$ cat src/common/msl_params.svh
// constants for the multichip sync logic: offsets, fields, resets, counts
`ifndef MSL_PARAMS_SVH
`define MSL_PARAMS_SVH

// ==========================================
// register word addresses
`define MSL_ADDR_MODE       5'h01
`define MSL_ADDR_PORT       5'h03
`define MSL_ADDR_IRQ        5'h09

// ==========================================
// sync_mode_control fields
`define MSL_MODE_PN_EN      13
`define MSL_MODE_SEL        12
`define MSL_MODE_PULSE_EN   11

// ==========================================
// sync_port_config fields
`define MSL_PORT_THR_HI     31
`define MSL_PORT_THR_LO     27
`define MSL_PORT_IN_EN      26
`define MSL_PORT_OUT_EN     25
`define MSL_PORT_IN_DLY_HI  23
`define MSL_PORT_IN_DLY_LO  19
`define MSL_PORT_CHK_MODE   18
`define MSL_PORT_OUT_DLY_HI 15
`define MSL_PORT_OUT_DLY_LO 11
`define MSL_PORT_SET_HIGH   10
`define MSL_PORT_OUT_POL    9
`define MSL_PORT_PHASE_HI   7
`define MSL_PORT_PHASE_LO   4
`define MSL_PORT_MARGIN_HI  3
`define MSL_PORT_MARGIN_LO  0

// ==========================================
// interrupt_and_lock_status fields
`define MSL_IRQ_SYNC_EN     0
`define MSL_IRQ_DATA_EN     1
`define MSL_IRQ_ERR_TYPE    4
`define MSL_IRQ_DATA_ERR    5
`define MSL_IRQ_SYNC_ERR    6
`define MSL_IRQ_LOCKED      10
`define MSL_IRQ_LOCK_LOST   11
`define MSL_IRQ_CLR_LOCK    12

// ==========================================
// reset values and counts
`define MSL_MODE_RESET      32'h00000000
`define MSL_PORT_RESET      32'h80000000
`define MSL_THR_BASE        6'h10
`define MSL_LOCK_WINDOW     6'h20
`define MSL_DELAY_STEP_PS   80
`define MSL_PN_CODE         32'h0EED2C9B

`endif

$ cat src/common/msl_pkg.sv
// types of the multichip sync logic
package msl_pkg;

	// ==========================================
	// whole state of the sync block
	typedef struct packed {
		logic [31:0] modeCtl;
		logic [31:0] portCfg;
		logic        syncIrqEn;
		logic        dataIrqEn;
		logic        syncErrType;
		logic        dataErr;
		logic        syncErr;
		logic        locked;
		logic        lockLost;
		logic        clearLock;
		logic        syncSample;
		logic        syncPrev;
		logic        gatePrev;
		logic [4:0]  clkState;
		logic [4:0]  chipIdx;
		logic [31:0] rxShift;
		logic [5:0]  sinceValid;
		logic        initPulse;
		logic        ncoReset;
		logic        syncOut;
		logic        syncOutEn;
		logic        irqOut;
		logic        irqOe;
		logic [31:0] rdData;
	} msl_state_s;

endpackage

$ cat src/verilog/msl_sync_logic.sv
// multichip sync logic: pulse and pn code sync, error flags, interrupt pin
`timescale 1ns/10ps
`include "msl_params.svh"

module msl_sync_logic #(
	parameter logic [31:0] PN_CODE = `MSL_PN_CODE
) (
	// clock, reset, enable
	input  wire logic        sys_clk,
	input  wire logic        srst,
	input  wire logic        clkEn,
	// register port
	input  wire logic        regWrEn,
	input  wire logic        regRdEn,
	input  wire logic [4:0]  regAddr,
	input  wire logic [31:0] regWrData,
	output logic      [31:0] regRdData,
	// sync input and its margin monitor
	input  wire logic        syncIn,
	input  wire logic        marginValid,
	input  wire logic [3:0]  setupMargin,
	input  wire logic [3:0]  holdMargin,
	output logic      [4:0]  syncInDelay,
	output logic             syncCheckMode,
	// word clock side
	input  wire logic        wordStrobe,
	input  wire logic        transmitGate,
	input  wire logic        gateInvert,
	input  wire logic        dataTimingErr,
	// clock machine and nco
	output logic      [4:0]  clkState,
	output logic             initPulse,
	output logic             ncoPhaseReset,
	// coded sync output
	output logic             syncOut,
	output logic             syncOutEn,
	output logic      [4:0]  syncOutDelay,
	output logic             syncOutHalfShift,
	// status and interrupt pin
	output logic             syncLocked,
	output logic             irqOut,
	output logic             irqOe
);

	// ==========================================
	// state
	msl_pkg::msl_state_s s_r;
	msl_pkg::msl_state_s s_nxt;

	logic        pulseMode;
	logic        pnMode;
	logic        riseSeen;
	logic        codeValid;
	logic        gateNow;
	logic        setupBad;
	logic        holdBad;
	logic [5:0]  matchCnt;
	logic [5:0]  matchNeed;
	logic [31:0] matchVec;

	// ==========================================
	// derived constants
	// last count of the lock window; one more cycle with no
	// valid code drops lock
	localparam logic [5:0] LOCK_LAST = `MSL_LOCK_WINDOW - 6'h01;

	// ==========================================
	// correlator match bits
	// one agreement bit per chip; the adder below counts them
	genvar gi;
	generate
		for (gi = 0; gi < 32; gi = gi + 1) begin : g_match
			assign matchVec[gi] = ~(s_r.rxShift[gi] ^ PN_CODE[gi]);
		end
	endgenerate

	// ==========================================
	// next state
	always_comb begin
		s_nxt = s_r;
		s_nxt.initPulse = 1'b0;
		s_nxt.ncoReset = 1'b0;

		// modes decode from stored bits only, so a half-written setup
		// stays idle until the second register lands
		pulseMode = s_r.portCfg[`MSL_PORT_IN_EN]
			& s_r.modeCtl[`MSL_MODE_PULSE_EN]
			& ~s_r.modeCtl[`MSL_MODE_PN_EN];
		pnMode = s_r.portCfg[`MSL_PORT_IN_EN]
			& s_r.modeCtl[`MSL_MODE_PN_EN]
			& s_r.modeCtl[`MSL_MODE_SEL]
			& ~s_r.modeCtl[`MSL_MODE_PULSE_EN];

		// register writes first, so hardware sets below win over clears
		if (regWrEn) begin
			case (regAddr)
				`MSL_ADDR_MODE: begin
					s_nxt.modeCtl = regWrData;
				end
				`MSL_ADDR_PORT: begin
					s_nxt.portCfg = regWrData;
				end
				`MSL_ADDR_IRQ: begin
					s_nxt.syncIrqEn = regWrData[`MSL_IRQ_SYNC_EN];
					s_nxt.dataIrqEn = regWrData[`MSL_IRQ_DATA_EN];
					// error flags clear on a one; a zero leaves them alone
					if (regWrData[`MSL_IRQ_DATA_ERR]) begin
						s_nxt.dataErr = 1'b0;
					end
					if (regWrData[`MSL_IRQ_SYNC_ERR]) begin
						s_nxt.syncErr = 1'b0;
					end
					// lock-lost clears when the stored clear bit falls, so
					// a lone write of one never drops the flag
					s_nxt.clearLock = regWrData[`MSL_IRQ_CLR_LOCK];
					if (s_r.clearLock && !regWrData[`MSL_IRQ_CLR_LOCK]) begin
						s_nxt.lockLost = 1'b0;
					end
				end
				default: begin
				end
			endcase
		end

		// sync input capture on the sample clock
		s_nxt.syncSample = syncIn;
		s_nxt.syncPrev = s_r.syncSample;
		riseSeen = pulseMode & s_r.syncSample & ~s_r.syncPrev;

		// correlator over the last 32 samples
		s_nxt.rxShift = {s_r.rxShift[30:0], s_r.syncSample};
		// every window bit that agrees with the code counts once
		matchCnt = 6'h00;
		for (int i = 0; i < 32; i++) begin
			matchCnt = matchCnt + {5'h00, matchVec[i]};
		end
		// threshold raises the required agreement from half the code by up to 15 chips
		matchNeed = `MSL_THR_BASE
			+ {2'h0, s_r.portCfg[`MSL_PORT_THR_HI:`MSL_PORT_THR_LO+1]};
		// the reset threshold asks for 24 of 32 chips, so a few bad chips pass
		codeValid = pnMode & (matchCnt >= matchNeed);

		// 32-state clock generation machine
		// wraps at 32 on its own; a load only moves the phase
		s_nxt.clkState = s_r.clkState + 5'h01;
		if (riseSeen || codeValid) begin
			s_nxt.initPulse = 1'b1;
			s_nxt.clkState = {1'b0,
				s_r.portCfg[`MSL_PORT_PHASE_HI:`MSL_PORT_PHASE_LO]};
		end

		// slaves align their nco from the decoded code
		if (codeValid) begin
			s_nxt.ncoReset = 1'b1;
		end

		// master code emission
		// the chip index wraps at 32, so the code repeats with no gap
		s_nxt.syncOutEn = pnMode & s_r.portCfg[`MSL_PORT_OUT_EN];
		if (s_nxt.syncOutEn) begin
			s_nxt.syncOut = PN_CODE[5'd31 - s_r.chipIdx];
			s_nxt.chipIdx = s_r.chipIdx + 5'h01;
		end else begin
			s_nxt.syncOut = 1'b0;
			s_nxt.chipIdx = 5'h00;
		end

		// lock tracking: a missing code for a whole period drops lock
		// leaving pn mode is deliberate, so it is not reported as a loss
		if (!pnMode) begin
			s_nxt.locked = 1'b0;
			s_nxt.sinceValid = 6'h00;
		end else if (codeValid) begin
			s_nxt.locked = 1'b1;
			s_nxt.sinceValid = 6'h00;
		end else if (s_r.locked) begin
			s_nxt.sinceValid = s_r.sinceValid + 6'h01;
			if (s_r.sinceValid >= LOCK_LAST) begin
				s_nxt.locked = 1'b0;
				s_nxt.lockLost = 1'b1;
			end
		end

		// transmit gate on the word strobe; in pulse mode a falling active level resets
		// the history moves only on word strobes, so the edge is judged
		// between two word samples, never between sample clocks
		gateNow = transmitGate ^ gateInvert;
		if (wordStrobe) begin
			s_nxt.gatePrev = gateNow;
			if (pulseMode && s_r.gatePrev && !gateNow) begin
				s_nxt.ncoReset = 1'b1;
			end
		end

		// margin check: flags even when the sample itself was right
		setupBad = setupMargin
			< s_r.portCfg[`MSL_PORT_MARGIN_HI:`MSL_PORT_MARGIN_LO];
		holdBad = holdMargin
			< s_r.portCfg[`MSL_PORT_MARGIN_HI:`MSL_PORT_MARGIN_LO];
		// both margins short is reported as a setup fault
		if (marginValid && s_r.portCfg[`MSL_PORT_IN_EN]
				&& (setupBad || holdBad)) begin
			s_nxt.syncErr = 1'b1;
			s_nxt.syncErrType = holdBad & ~setupBad;
		end
		if (dataTimingErr) begin
			s_nxt.dataErr = 1'b1;
		end

		// open-drain pin: enable pulls low, released when nothing unmasked
		// built from the next flags so the pin moves in the same cycle
		// as the flag that causes it
		s_nxt.irqOut = 1'b0;
		s_nxt.irqOe = (s_nxt.syncErr & s_nxt.syncIrqEn)
			| (s_nxt.dataErr & s_nxt.dataIrqEn);

		// register reads, one cycle latency, unmapped reads zero
		// the read word holds between reads for a slow reader
		if (regRdEn) begin
			case (regAddr)
				`MSL_ADDR_MODE: begin
					s_nxt.rdData = s_r.modeCtl;
				end
				`MSL_ADDR_PORT: begin
					s_nxt.rdData = s_r.portCfg;
				end
				`MSL_ADDR_IRQ: begin
					s_nxt.rdData = 32'h00000000;
					s_nxt.rdData[`MSL_IRQ_SYNC_EN] = s_r.syncIrqEn;
					s_nxt.rdData[`MSL_IRQ_DATA_EN] = s_r.dataIrqEn;
					s_nxt.rdData[`MSL_IRQ_ERR_TYPE] = s_r.syncErrType;
					s_nxt.rdData[`MSL_IRQ_DATA_ERR] = s_r.dataErr;
					s_nxt.rdData[`MSL_IRQ_SYNC_ERR] = s_r.syncErr;
					s_nxt.rdData[`MSL_IRQ_LOCKED] = s_r.locked;
					s_nxt.rdData[`MSL_IRQ_LOCK_LOST] = s_r.lockLost;
					s_nxt.rdData[`MSL_IRQ_CLR_LOCK] = s_r.clearLock;
				end
				default: begin
					s_nxt.rdData = 32'h00000000;
				end
			endcase
		end
	end

	// ==========================================
	// state register
	always_ff @(posedge sys_clk) begin
		// reset ahead of the enable, so a frozen block still comes up clean
		if (srst) begin
			s_r <= '0;
			s_r.modeCtl <= `MSL_MODE_RESET;
			s_r.portCfg <= `MSL_PORT_RESET;
		end else if (clkEn) begin
			s_r <= s_nxt;
		end
	end

	// ==========================================
	// outputs, all taken from state flops
	assign regRdData        = s_r.rdData;
	assign syncInDelay      = s_r.portCfg[`MSL_PORT_IN_DLY_HI:
		`MSL_PORT_IN_DLY_LO];
	assign syncCheckMode    = s_r.portCfg[`MSL_PORT_CHK_MODE];
	assign clkState         = s_r.clkState;
	assign initPulse        = s_r.initPulse;
	assign ncoPhaseReset    = s_r.ncoReset;
	assign syncOut          = s_r.syncOut;
	assign syncOutEn        = s_r.syncOutEn;
	// sub-cycle delays are handed to the output pad delay line
	assign syncOutDelay     = s_r.portCfg[`MSL_PORT_OUT_DLY_HI:
		`MSL_PORT_OUT_DLY_LO];
	assign syncOutHalfShift = s_r.portCfg[`MSL_PORT_OUT_POL];
	assign syncLocked       = s_r.locked;
	assign irqOut           = s_r.irqOut;
	assign irqOe            = s_r.irqOe;

endmodule

$ cat config.mk
export PLATFORM = sky130hd
export DESIGN_NAME = msl_sync_logic
export DESIGN_NICKNAME = d
export VERILOG_FILES = /design/src/common/msl_pkg.sv /design/src/verilog/msl_sync_logic.sv
export VERILOG_INCLUDE_DIRS = /design/src /design/src/common
export SDC_FILE = /design/constraint.sdc
export NUM_CORES = 1
export LEC_CHECK = 0
export CAP_MARGIN = 25
export CORE_UTILIZATION = 26
export CTS_CLUSTER_SIZE = 30
export DETAILED_ROUTE_END_ITERATION = 16
export DONT_BUFFER_PORTS = 1
export PLACE_DENSITY = 0.5
export SYNTH_ARGS = -nofsm -noshare
export SYNTH_HDL_FRONTEND = slang
export SYNTH_SLANG_ARGS = --single-unit
$ cat constraint.sdc
create_clock -name sys_clk -period 5.4 [get_ports sys_clk]
set_input_delay 0.54 -clock sys_clk [delete_from_list [all_inputs] [get_ports sys_clk]]
set_output_delay 0.54 -clock sys_clk [all_outputs]
set_load 0.02 [all_outputs]
==> metrics.md, run 1 <==
| Metric | Value |
|---|---|
| Number of max-cap violations | `0` |
| I/O Pins | `around 110` |
| Final Skew | `about 0.0063 ns` |
| Share of layout cells above drive strength 1 | `0.142` |
| Number of synthesized flops with an enable pin | `0` |
| Worst Slack Setup Final | `-0.349 ns` |
| Total clock sinks | `159` |
| DP Worst Slack | `-0.412 ns` |
| Die height | `about 180 µm` |
| Arrival @ worst endpoint | `6.10 ns` |
| Root Driver | `clkbuf_16` |
| Antenna-violating nets left | `0` |
| First-pass GRT wire length | `31700 µm` |
| Worst r2r dst | `s_r[39]$_SDFFE_PP0P_` |
| Top cells by area, synth | `dfxtp_1, nand2_1, fa_1` |
| Yosys warnings | `0` |
| Clock-pin slew on the worst setup and hold paths | `0.06 ns` |
| Hold_ws | `~0.19 ns` |
| Critical path endpoint category | `flop` |
| Initial antenna violation count | `0` |
| Gpl congestion | `0.770` |
| Leak pwr | `between 3 and 4 nW` |
| Hold crit path type | `in2reg` |
| Setup violators final | `15` |
| Slew HR | `0.355` |
| Leading area contributor after synthesis | `dfxtp_1` |
| Count leader, synth | `dfxtp_1` |
| Diodes inserted | `0` |
| Critical path origin | `matchVec[13]$_SDFFE_PP0P_` |
| FF-to-FF Start | `matchVec[13]$_SDFFE_PP0P_` |
| GRT overflow | `0` |
| Drt first pass iters | `4` |
| Effective utilization at floorplan | `0.264` |
| Worst slew pin tran | `0.963 ns` |
| Initial DRC Count | `between 200 and 300` |
| Seq/Total Area, Yosys | `0.405` |
| RSZ-0062 raised after global routing | `true` |
| Final Hold Vio Count | `0` |
| Post-synthesis cell count | `939` |
| Final #Nets | `roughly 990` |
| Worst setup endpoint | `s_r[39]$_SDFFE_PP0P_` |
| H-tree levels | `4` |
| Die width | `176 µm` |
| Hold_buf cts | `0` |
| Fraction of registers with async set/reset | `0` |
| Vias per std cell | `about 4.7` |
| Peak VDD IR | `between 200 and 250 µV` |
| WL per Instance | `15.7 µm` |
| Failing checks | `setup timing` |
| Reg2Reg Depth | `22` |
| Number of global-route vias before repair | `between 5000 and 6000` |
| Period utilization | `1.06` |
| Fillers | `around 3100` |
| Final count of pins violating max slew | `0` |
| Post-detail-place hpwl | `around 14000 µm` |
| Core ar. | `0.0297 mm²` |
| Minimum clock period | `about 5.7 ns` |
| Largest net degree at the start of global routing | `160` |
| Clock buffer depth | `2` |
| P&R area growth vs syn | `12.5%` |
| GRT Total Usage | `0.132` |
| Post-Syn Area | `around 0.0079 mm²` |
| Post-synth top cells | `dfxtp_1, nand2_1, nor2_1` |
| Run status | `complete, but fails checks` |
| Clock buffer count from CTS | `17` |
| Mean post-synth cell area | `approximately 8.4 µm²` |
| Setup CP Type | `reg2reg` |
| Port bufs | `0` |
| #FFs+latches synth | `around 160` |
| TritonCTS clock tree | `yes` |
| Num rows | `63` |
| CP Launch Type | `flop` |
| Die area | `0.0309 mm²` |
| DRT Wirelength | `around 20000 µm` |
| Crit Path Max Fanout | `5` |
| Syn_nets | `between 1000 and 1500` |
| Worst Path Required | `5.75 ns` |
| # DRC | `0` |
| Setup tns final | `-3.93 ns` |
| Post-synth top area share | `0.405` |
| Synth Flop Type | `dfxtp_1` |
| Reg2Reg Setup Slack | `-0.35 ns` |
| Pwr Density | `slightly above 300 mW/mm²` |
| Clock Latency Late Sink | `roughly 0.42 ns` |
| Peak Freq | `174 MHz` |
| Via count | `5986` |
| Distinct cell type count after synthesis | `between 50 and 60` |
## layer usage
layer | wire length (µm) | GRT usage
met1 | 9200 | 0.169
met2 | 9650 | 0.217
met3 | 1080 | 0.0342
met4 | 219 | 0.0420
met5 | 0 | 0
## power breakdown
group          internal (mW)  leakage [nW]  switching, mW
Clock                  0.749         0.285          0.489
Combinational          0.141          1.61          0.150
Sequential              1.19          1.29         0.0342
## placed cells by master (no fill, tap or decap), types with 3 or more instances in the layout
| cell type | synthesis | routed |
|---|---|---|
| dfxtp_1 | 159 | 151 |
| nand2_1 | 151 | 150 |
| nor2_1 | 94 | 93 |
| a21oi_1 | 88 | 80 |
| inv_1 | 71 | 63 |
| nor3_1 | 37 | 35 |
| mux2i_1 | 35 | 35 |
| a221oi_1 | 34 | 33 |
| buf_4 | 48 | 31 |
| ha_1 | 24 | 22 |
| fa_1 | 24 | 19 |
| clkbuf_16 | 0 | 17 |
| nand3_1 | 17 | 16 |
| o21ai_0 | 14 | 10 |
| mux2_2 | 9 | 9 |
| a21oi_2 | 0 | 8 |
| inv_2 | 0 | 8 |
| dfxtp_2 | 0 | 8 |
| and3_1 | 6 | 5 |
| o211ai_1 | 5 | 5 |
| fa_2 | 0 | 5 |
| a311oi_1 | 5 | 4 |
| a21o_1 | 5 | 4 |
| buf_6 | 0 | 4 |
| xnor2_1 | 3 | 3 |
| nor4_1 | 3 | 3 |
| a31oi_1 | 3 | 3 |
| a22oi_1 | 3 | 3 |
| o21a_1 | 3 | 3 |
| or3_4 | 0 | 3 |
| clkinv_4 | 0 | 3 |
| bufinv_16 | 0 | 3 |
## state kept, by name, summed over array words and instances (netlist names), 5 cells and up
name          count
clkState          5
matchVec         17
regRdData        32
s_nxt            15
s_r              72
syncInDelay       5
syncOutDelay      5
## worst min path at each step
stage,startpoint,to,slack (ns),cells after the start
final,srst,syncInDelay[4]$_SDFFE_PP0P_,0.19,1
after global routing,srst,syncInDelay[4]$_SDFFE_PP0P_,0.17,1
after CTS,srst,syncInDelay[4]$_SDFFE_PP0P_,0.17,1
after detailed placement,s_r[147]$_SDFFE_PP0P_,s_r[147]$_SDFFE_PP0P_,0.44,2
after global placement,s_r[129]$_SDFFE_PP0P_,s_r[129]$_SDFFE_PP0P_,0.44,2
after floorplan,s_r[129]$_SDFFE_PP0P_,s_r[129]$_SDFFE_PP0P_,0.43,2
## per-stage QoR
step	area (µm²)	power, mW	util	std cells
6_report	8840	2.76	0.298	1286
5_1_grt	8840	2.87	0.298	1286
4_1_cts	8680	2.75	0.292	1282
3_5_place_dp	8000	1.49	0.269	1248
3_3_place_gp	8000	1.48	0.269	1248
2_1_floorplan	7900	1.47	-	939
## logic make-up after synthesis
group	count (synthesis)	synth area share
xor gates and xnor gates	4	0.00446
adders and majority gates	48	0.0994
other	1	0.000477
muxes	45	0.0604
DFF	159	0.405
and+or+nand+nor	328	0.179
buffers and inverters	180	0.110
AOI/OAI and AO/OA	174	0.142
## critical path: stages (launching register included)
cell	delay, ns
dfxtp_2	0.33
inv_2	0.04
fa_1	0.55
inv_2	0.05
fa_2	0.57
fa_2	0.45
fa_2	0.55
fa_1	0.40
inv_1	0.08
fa_1	0.42
inv_2	0.07
ha_4	0.13
inv_2	0.03
fa_2	0.33
xnor2_1	0.14
ha_1	0.28
o21a_1	0.18
nor2_2	0.12
a21oi_2	0.06
a21o_1	0.27
buf_4	0.16
or3_4	0.35
a21oi_2	0.11
## cell type report
type                            count  area, µm²  share of cell area
Inverter                           72        270              0.0306
Sequential cell                   159       3190               0.361
Clock inverter                      9        136              0.0154
Multi-Input combinational cell    600       4020               0.454
Clock buffer                       21        460              0.0521
Tap cell                          390        488              0.0552
Timing Repair Buffer               35        278              0.0314
## what timing repair did
item	4_1_cts	5_1_grt
setup endpoints to repair	15	15
setup buffers	4	4
pin swaps	10	21
gates resized for setup	15	30
Note: power is estimated with default switching activity, not from simulation.
==> inputs of run 2 (changes only) <==
--- a/config.mk
+++ b/config.mk
@@ -7,11 +7,13 @@
 export NUM_CORES = 1
 export LEC_CHECK = 0
 export CAP_MARGIN = 25
-export CORE_UTILIZATION = 26
+export CELL_PAD_IN_SITES_DETAIL_PLACEMENT = 1
+export CELL_PAD_IN_SITES_GLOBAL_PLACEMENT = 1
+export CORE_UTILIZATION = 43
 export CTS_CLUSTER_SIZE = 30
 export DETAILED_ROUTE_END_ITERATION = 16
 export DONT_BUFFER_PORTS = 1
-export PLACE_DENSITY = 0.5
+export PLACE_DENSITY = 0.85
 export SYNTH_ARGS = -nofsm -noshare
 export SYNTH_HDL_FRONTEND = slang
 export SYNTH_SLANG_ARGS = --single-unit
==> metrics.md, run 2 (synthesis results as in run 1) <==
| Metric | Value |
|---|---|
| Run status | `complete, but fails checks` |
| Failing checks | `setup timing` |
| Number of global-route vias before repair | `6462 (+15%)` |
| Worst Path Required | `5.77 ns (+0.02 ns)` |
| Final #Nets | `993 (+0.40%)` |
| Most frequent cells in the layout | `nand2_1, dfxtp_1, nor2_1, a21oi_1, inv_1` |
| Max reg flops | `72 (unchanged)` |
| Initial DRC Count | `376 (+36%)` |
| Post-detail-place hpwl | `14300 µm (+3.6%)` |
| Diodes inserted | `0 (unchanged)` |
| Crit Path Max Fanout | `3 (-2)` |
| Die width | `137 µm (-22%)` |
| # DRC | `0 (unchanged)` |
| Root Driver | `clkbuf_16` |
| Comb pwr share | `0.113 (+0.007)` |
| Switching share of total power | `0.256 (+0.0112)` |
| Drt first pass iters | `7 (+3)` |
| Leak pwr | `3.23 nW (+1.3%)` |
| Critical path origin | `matchVec[13]$_SDFFE_PP0P_` |
| Crit path max-delay cell type | `fa_1` |
| I/O Pins | `112 (unchanged)` |
| Worst Slack Setup Final | `-0.415 ns (-0.0666 ns)` |
| Cell Chain, Critical Path | `inv_2 -> fa_1 -> inv_2 -> fa_2 -> fa_2 -> fa_2 -> fa_1 -> inv_1 -> fa_1 -> inv_2 -> ha_4 -> inv_2 -> fa_2 -> xnor2_2 -> ha_1 -> o21a_1 -> nor2_2 -> a21oi_2 -> a21o_1 -> or4_4 -> a21oi_2` |
| Effective utilization at floorplan | `0.437 (+0.173)` |
| Storage element area | `0.00320 mm² (about the same)` |
| Clock buffer depth | `2 (unchanged)` |
| GRT Total Usage | `0.231 (+0.0989)` |
| Initial antenna violation count | `0 (unchanged)` |
| Multi-input gate area | `0.00402 mm² (+0.12%)` |
| DRT Wirelength | `21700 µm (+7.8%)` |
| WL per Instance | `19.2 µm (+23%)` |
| Switching pwr | `0.718 mW (+6.7%)` |
| RSZ-0062 raised after global routing | `true` |
| Clk pwr share | `0.451 (+0.002)` |
| GRT overflow | `0 (unchanged)` |
| Slew HR | `0.541 (+0.186)` |
| First-pass GRT wire length | `33400 µm (+5.2%)` |
| TritonCTS clock tree | `yes` |
| Peak VDD IR | `221 µV (+3.7%)` |
| Antenna-violating nets left | `0 (unchanged)` |
| CP Launch Type | `flop` |
| Max incr delay on CP | `0.56 ns (about the same)` |
| Final instance area | `0.00870 mm² (-1.6%)` |
| Hold crit path type | `in2reg` |
| Gpl congestion | `0.773 (+0.30%)` |
| Total clock sinks | `159 (unchanged)` |
| Arrival @ worst endpoint | `6.18 ns (+0.08 ns)` |
| Number of max-cap violations | `0 (unchanged)` |
| Die area | `0.0188 mm² (-39%)` |
| Share of layout cells above drive strength 1 | `0.155 (+0.0135)` |
| Final Util | `0.485 (+0.187)` |
| Largest net degree at the start of global routing | `160 (unchanged)` |
| Final Skew | `0.00727 ns (+0.00101 ns)` |
| Placed Cells | `1095 (-12%)` |
| Num rows | `49 (-22%)` |
| Period utilization | `1.08 (+0.0123)` |
| Commonest non-fill, non-tap cell in the layout | `nand2_1` |
| Peak Freq | `172 MHz (-1.1%)` |
| Die height | `137 µm (-22%)` |
| Core ar. | `0.0180 mm² (-40%)` |
| Final Hold Vio Count | `0 (unchanged)` |
| Setup CP Type | `reg2reg` |
| Worst slew pin tran | `0.687 ns (-0.276 ns)` |
| Clock-pin slew on the worst setup and hold paths | `0.06 ns (about the same)` |
| Fillers | `2130 (-31%)` |
| H-tree levels | `4 (unchanged)` |
| Via count | `6381 (+6.6%)` |
| Int Pwr | `2.09 mW (+0.53%)` |
| Vias per std cell | `5.64 (+21%)` |
| Critical path endpoint category | `flop` |
| Fin cells | `1131 (-12%)` |
| Final count of pins violating max slew | `0 (unchanged)` |
| Most flop-heavy register | `s_r` |
| P&R area growth vs syn | `10.8%` |
| Hold_ws | `0.184 ns (-0.00558 ns)` |
| Minimum clock period | `5.82 ns (+0.0666 ns)` |
| Flop pwr share | `0.436 (-0.009)` |
| Hold path startpoint | `srst` |
| Setup violators final | `15 (unchanged)` |
| Clock Latency Late Sink | `0.43 ns (about the same)` |
| Clock buffer count from CTS | `17 (unchanged)` |
| FF-to-FF Start | `matchVec[13]$_SDFFE_PP0P_` |
| Pwr Density | `323 mW/mm² (+3.7%)` |
| Port bufs | `0 (unchanged)` |
| Placed cell areas | `0.00786 mm² (-1.8%)` |
[run 2: through the flow]
stage	setup WS, ns	TNS [ns]	power (mW)
floorplan	-0.167	-0.340	1.47
CTS	-0.406	-4.15	2.81
global placement	-0.237	-2.76	1.50
global route	-0.584	-7.46	2.91
detailed placement	-0.420	-5.00	1.52
finish	-0.415	-4.61	2.81
[run 2: critical path: cells and delay by family (launching register included)]
family          cells  cell delay, ns
compound gates      4            0.58
fa+ha+maj           9            3.72
buf+inv             5            0.31
simple gates        2            0.64
flops               1            0.34
xor+xnor            1            0.14
[run 2: final cells by class]
| type | count | area share |
|---|---|---|
| multi-input combinational | 600 | 0.462 |
| clock buffer | 19 | 0.0509 |
| tap | 229 | 0.0329 |
| inverter | 72 | 0.0311 |
| sequential | 159 | 0.367 |
| timing repair buffer | 39 | 0.0354 |
| clock inverter | 13 | 0.0206 |
[run 2: power groups by stage]
stage                     sequential, mW  combinational, mW  clock, mW
after floorplan                     1.23              0.240          0
after global placement              1.25              0.246          0
after detailed placement            1.25              0.262          0
after CTS                           1.23              0.302       1.29
after global routing                1.23              0.347       1.33
final                               1.23              0.318       1.27
[run 2: path summary, 6_finish.rpt]
check / slack (ns) / cells after the start / to
worst max-delay path: -0.42 / 21 / s_r[40]$_SDFFE_PP0P_
worst max register to register: -0.42 / 21 / s_r[40]$_SDFFE_PP0P_
worst min register to register: 0.45 / 2 / s_r[143]$_SDFFE_PP0P_
worst min-delay path: 0.18 / 1 / s_r[148]$_SDFFE_PP0P_
[run 2: routing by layer]
layer / wire [µm] / share of wire / global-route usage
met1: 8890 / 0.41 / 0.268
met2: 11000 / 0.51 / 0.406
met3: 1360 / 0.063 / 0.0633
met4: 474 / 0.022 / 0.0855
met5: 0 / 0 / 0
[run 2: what timing repair did]
| action | in CTS | in global routing |
|---|---|---|
| resized for setup | 29 | 21 |
| pin swaps | 29 | 13 |
| setup buffers | 5 | 1 |
| hold buffers | 0 | 0 |
| endpoints found under the setup margin | 15 | 15 |
==> inputs of run 3 (changes only) <==
--- a/config.mk
+++ b/config.mk
@@ -9,11 +9,11 @@
 export CAP_MARGIN = 25
 export CELL_PAD_IN_SITES_DETAIL_PLACEMENT = 1
 export CELL_PAD_IN_SITES_GLOBAL_PLACEMENT = 1
-export CORE_UTILIZATION = 43
+export CORE_UTILIZATION = 48
 export CTS_CLUSTER_SIZE = 30
 export DETAILED_ROUTE_END_ITERATION = 16
 export DONT_BUFFER_PORTS = 1
-export PLACE_DENSITY = 0.85
+export PLACE_DENSITY = 0.89
 export SYNTH_ARGS = -nofsm -noshare
 export SYNTH_HDL_FRONTEND = slang
 export SYNTH_SLANG_ARGS = --single-unit
==> constraint.sdc (replaced) <==
create_clock -name sys_clk -period 6.2 [get_ports sys_clk]
set_input_delay 0.62 -clock sys_clk [delete_from_list [all_inputs] [get_ports sys_clk]]
set_output_delay 0.62 -clock sys_clk [all_outputs]
set_load 0.02 [all_outputs]
==> metrics.md, run 3 (synthesis results as in run 1) <==
| Metric | Value |
|---|---|
| Core ar. | `0.0159 mm² (-11%)` |
| Share of layout cells above drive strength 1 | `0.0792 (-0.0760)` |
| Slew HR | `0.406 (-0.135)` |
| Switching share of total power | `0.250 (-0.00541)` |
| Final Skew | `0.00900 ns (+0.00173 ns)` |
| Peak VDD IR | `223 µV (+0.96%)` |
| Die width | `130 µm (-5.3%)` |
| Max reg flops | `72 (unchanged)` |
| Final Hold Vio Count | `0 (unchanged)` |
| DP Worst Slack | `0.0509 ns (+0.471 ns)` |
| Int Pwr | `1.75 mW (-16%)` |
| Gpl congestion | `0.806 (+4.4%)` |
| Critical path endpoint category | `flop` |
| Total clock sinks | `159 (unchanged)` |
| DRT Wirelength | `20800 µm (-4.1%)` |
| Leak pwr | `3.02 nW (-6.7%)` |
| Period utilization | `0.964 (-0.113)` |
| Run status | `finished, final reports clean` |
| Flop pwr share | `0.458 (+0.022)` |
| Placed cell areas | `0.00760 mm² (-3.3%)` |
| Setup violators final | `0 (-15)` |
| # DRC | `0 (unchanged)` |
| Post-detail-place hpwl | `14100 µm (-1.6%)` |
| Comb pwr share | `0.083 (-0.030)` |
| Root Driver | `clkbuf_16` |
| CP Launch Type | `flop` |
| Drt first pass iters | `5 (-2)` |
| Clock buffer depth | `2 (unchanged)` |
| GRT Total Usage | `0.258 (+0.0269)` |
| Most flop-heavy register | `s_r` |
| Initial DRC Count | `360 (-4.3%)` |
| Critical path origin | `matchVec[0]$_SDFFE_PP0P_` |
| Final #Nets | `962 (-3.1%)` |
| Switching pwr | `0.584 mW (-19%)` |
| Via count | `6368 (-0.20%)` |
| Worst Path Required | `6.57 ns (+0.80 ns)` |
| P&R area growth vs syn | `5.08%` |
| Final count of pins violating max slew | `0 (unchanged)` |
| Effective utilization at floorplan | `0.493 (+0.0554)` |
| Clk pwr share | `0.459 (+0.008)` |
| Diodes inserted | `0 (unchanged)` |
| Hold_ws | `0.251 ns (+0.0673 ns)` |
| FF-to-FF Start | `matchVec[0]$_SDFFE_PP0P_` |
| Final total power | `2.33 mW (-17%)` |
| Die height | `130 µm (-5.3%)` |
| Setup CP Type | `reg2reg` |
| Final instance area | `0.00826 mm² (-5.1%)` |
| Reg2Reg Setup Slack | `0.22 ns (+0.64 ns)` |
| Reg2Reg Depth | `19 (-9.5%)` |
| Initial antenna violation count | `0 (unchanged)` |
| Pwr Density | `283 mW/mm² (-12%)` |
| Minimum clock period | `5.98 ns (+0.163 ns)` |
| Hold_buf cts | `0 (unchanged)` |
| Clock buffer count from CTS | `17 (unchanged)` |
| Number of max-cap violations | `0 (unchanged)` |
| # Post-CTS Setup Buffers | `0 (-5)` |
| GRT overflow | `0 (unchanged)` |
| WL per Instance | `19.2 µm (-0.20%)` |
| Hold crit path type | `in2reg` |
| Port bufs | `0 (unchanged)` |
| Clock Latency Late Sink | `0.44 ns (about the same)` |
| Arrival @ worst endpoint | `6.35 ns (+0.17 ns)` |
| Commonest non-fill, non-tap cell in the layout | `dfxtp_1` |
| H-tree levels | `4 (unchanged)` |
| Worst r2r dst | `clkState[4]$_SDFFE_PP0P_` |
| Worst slew pin tran | `0.892 ns (+0.204 ns)` |
| Peak Freq | `167 MHz (-2.7%)` |
| I/O Pins | `112 (unchanged)` |
| Worst setup endpoint | `clkState[4]$_SDFFE_PP0P_` |
| Vias per std cell | `5.86 (+3.8%)` |
| Worst Slack Setup Final | `0.222 ns (+0.637 ns)` |
| Largest net degree at the start of global routing | `160 (unchanged)` |
| Setup tns final | `0 ns (+4.61 ns)` |
| RSZ-0062 raised after global routing | `true` |
| First-pass GRT wire length | `33400 µm (unchanged)` |
| Antenna-violating nets left | `0 (unchanged)` |
| Most frequent cells in the layout | `dfxtp_1, nand2_1, nor2_1, a21oi_1, inv_1` |
| Number of global-route vias before repair | `6499 (+0.57%)` |
| Num rows | `46 (-6.1%)` |
| Die area | `0.0169 mm² (-10%)` |
| Crit Path Max Fanout | `3 (unchanged)` |
| Clock-pin slew on the worst setup and hold paths | `0.06 ns (about the same)` |
| Post-CTS resize count | `0 (-100%)` |
| TritonCTS clock tree | `yes` |
==> run 3: cell count changes in the layout (fill, tap and decap cells not counted), sizes merged <==
cell	change
buf	-31
inv	+1
clkinvlp	+2
clkbuf	+3
clkinv	-5
bufinv	-1
==> run 3: how the worst min path moves through the flow <==
| stage | start | to | slack [ns] | cells past startpoint |
|---|---|---|---|---|
| global route | srst | s_r[145]$_SDFFE_PP0P_ | 0.24 | 1 |
| global placement | s_r[139]$_SDFFE_PP0P_ | s_r[139]$_SDFFE_PP0P_ | 0.43 | 2 |
| detailed placement | s_r[138]$_SDFFE_PP0P_ | s_r[138]$_SDFFE_PP0P_ | 0.44 | 2 |
| CTS | srst | syncInDelay[0]$_SDFFE_PP0P_ | 0.23 | 1 |
| floorplan | s_r[129]$_SDFFE_PP0P_ | s_r[129]$_SDFFE_PP0P_ | 0.43 | 2 |
| finish | srst | syncInDelay[0]$_SDFFE_PP0P_ | 0.25 | 1 |
==> run 3: layout make-up <==
cell class                 count  area (µm²)
multi-input combinational    600        3870
clock inverter                10         125
timing repair buffer           8        60.1
clock buffer                  22         474
fill                        1875        7690
inverter                      72         270
tap                          216         270
sequential                   159        3190
==> run 3: routing by layer <==
metal  global-route usage  routed length [µm]
met5                    0                   0
met4                0.110                 598
met3               0.0759                1330
met2                0.456               10800
met1                0.289                8130
==> run 3: through the flow <==
step | util | cells
6_report | 0.518 | 1087
5_1_grt | 0.518 | 1087
4_1_cts | 0.514 | 1087
3_5_place_dp | 0.476 | 1055
3_3_place_gp | 0.476 | 1055
2_1_floorplan | - | 939
==> run 3: power groups by stage <==
stage               clock, mW  sequential, mW  combinational (mW)
CTS                      1.08            1.07               0.180
global route             1.12            1.07               0.219
detailed placement          0            1.09               0.176
floorplan                   0            1.07               0.194
finish                   1.07            1.07               0.194
global placement            0            1.09               0.162
==> run 3: critical path: stages (launching register included) <==
cell      delay (ns)
dfxtp_2         0.34
inv_1           0.08
fa_1            0.56
inv_1           0.06
fa_1            0.49
fa_2            0.55
fa_2            0.45
fa_1            0.53
inv_1           0.06
fa_1            0.46
inv_2           0.08
ha_4            0.14
inv_1           0.05
fa_2            0.35
nand2b_1        0.20
or3_1           0.40
a21oi_1         0.31
o21ai_0         0.26
a221o_1         0.41
a21oi_1         0.13
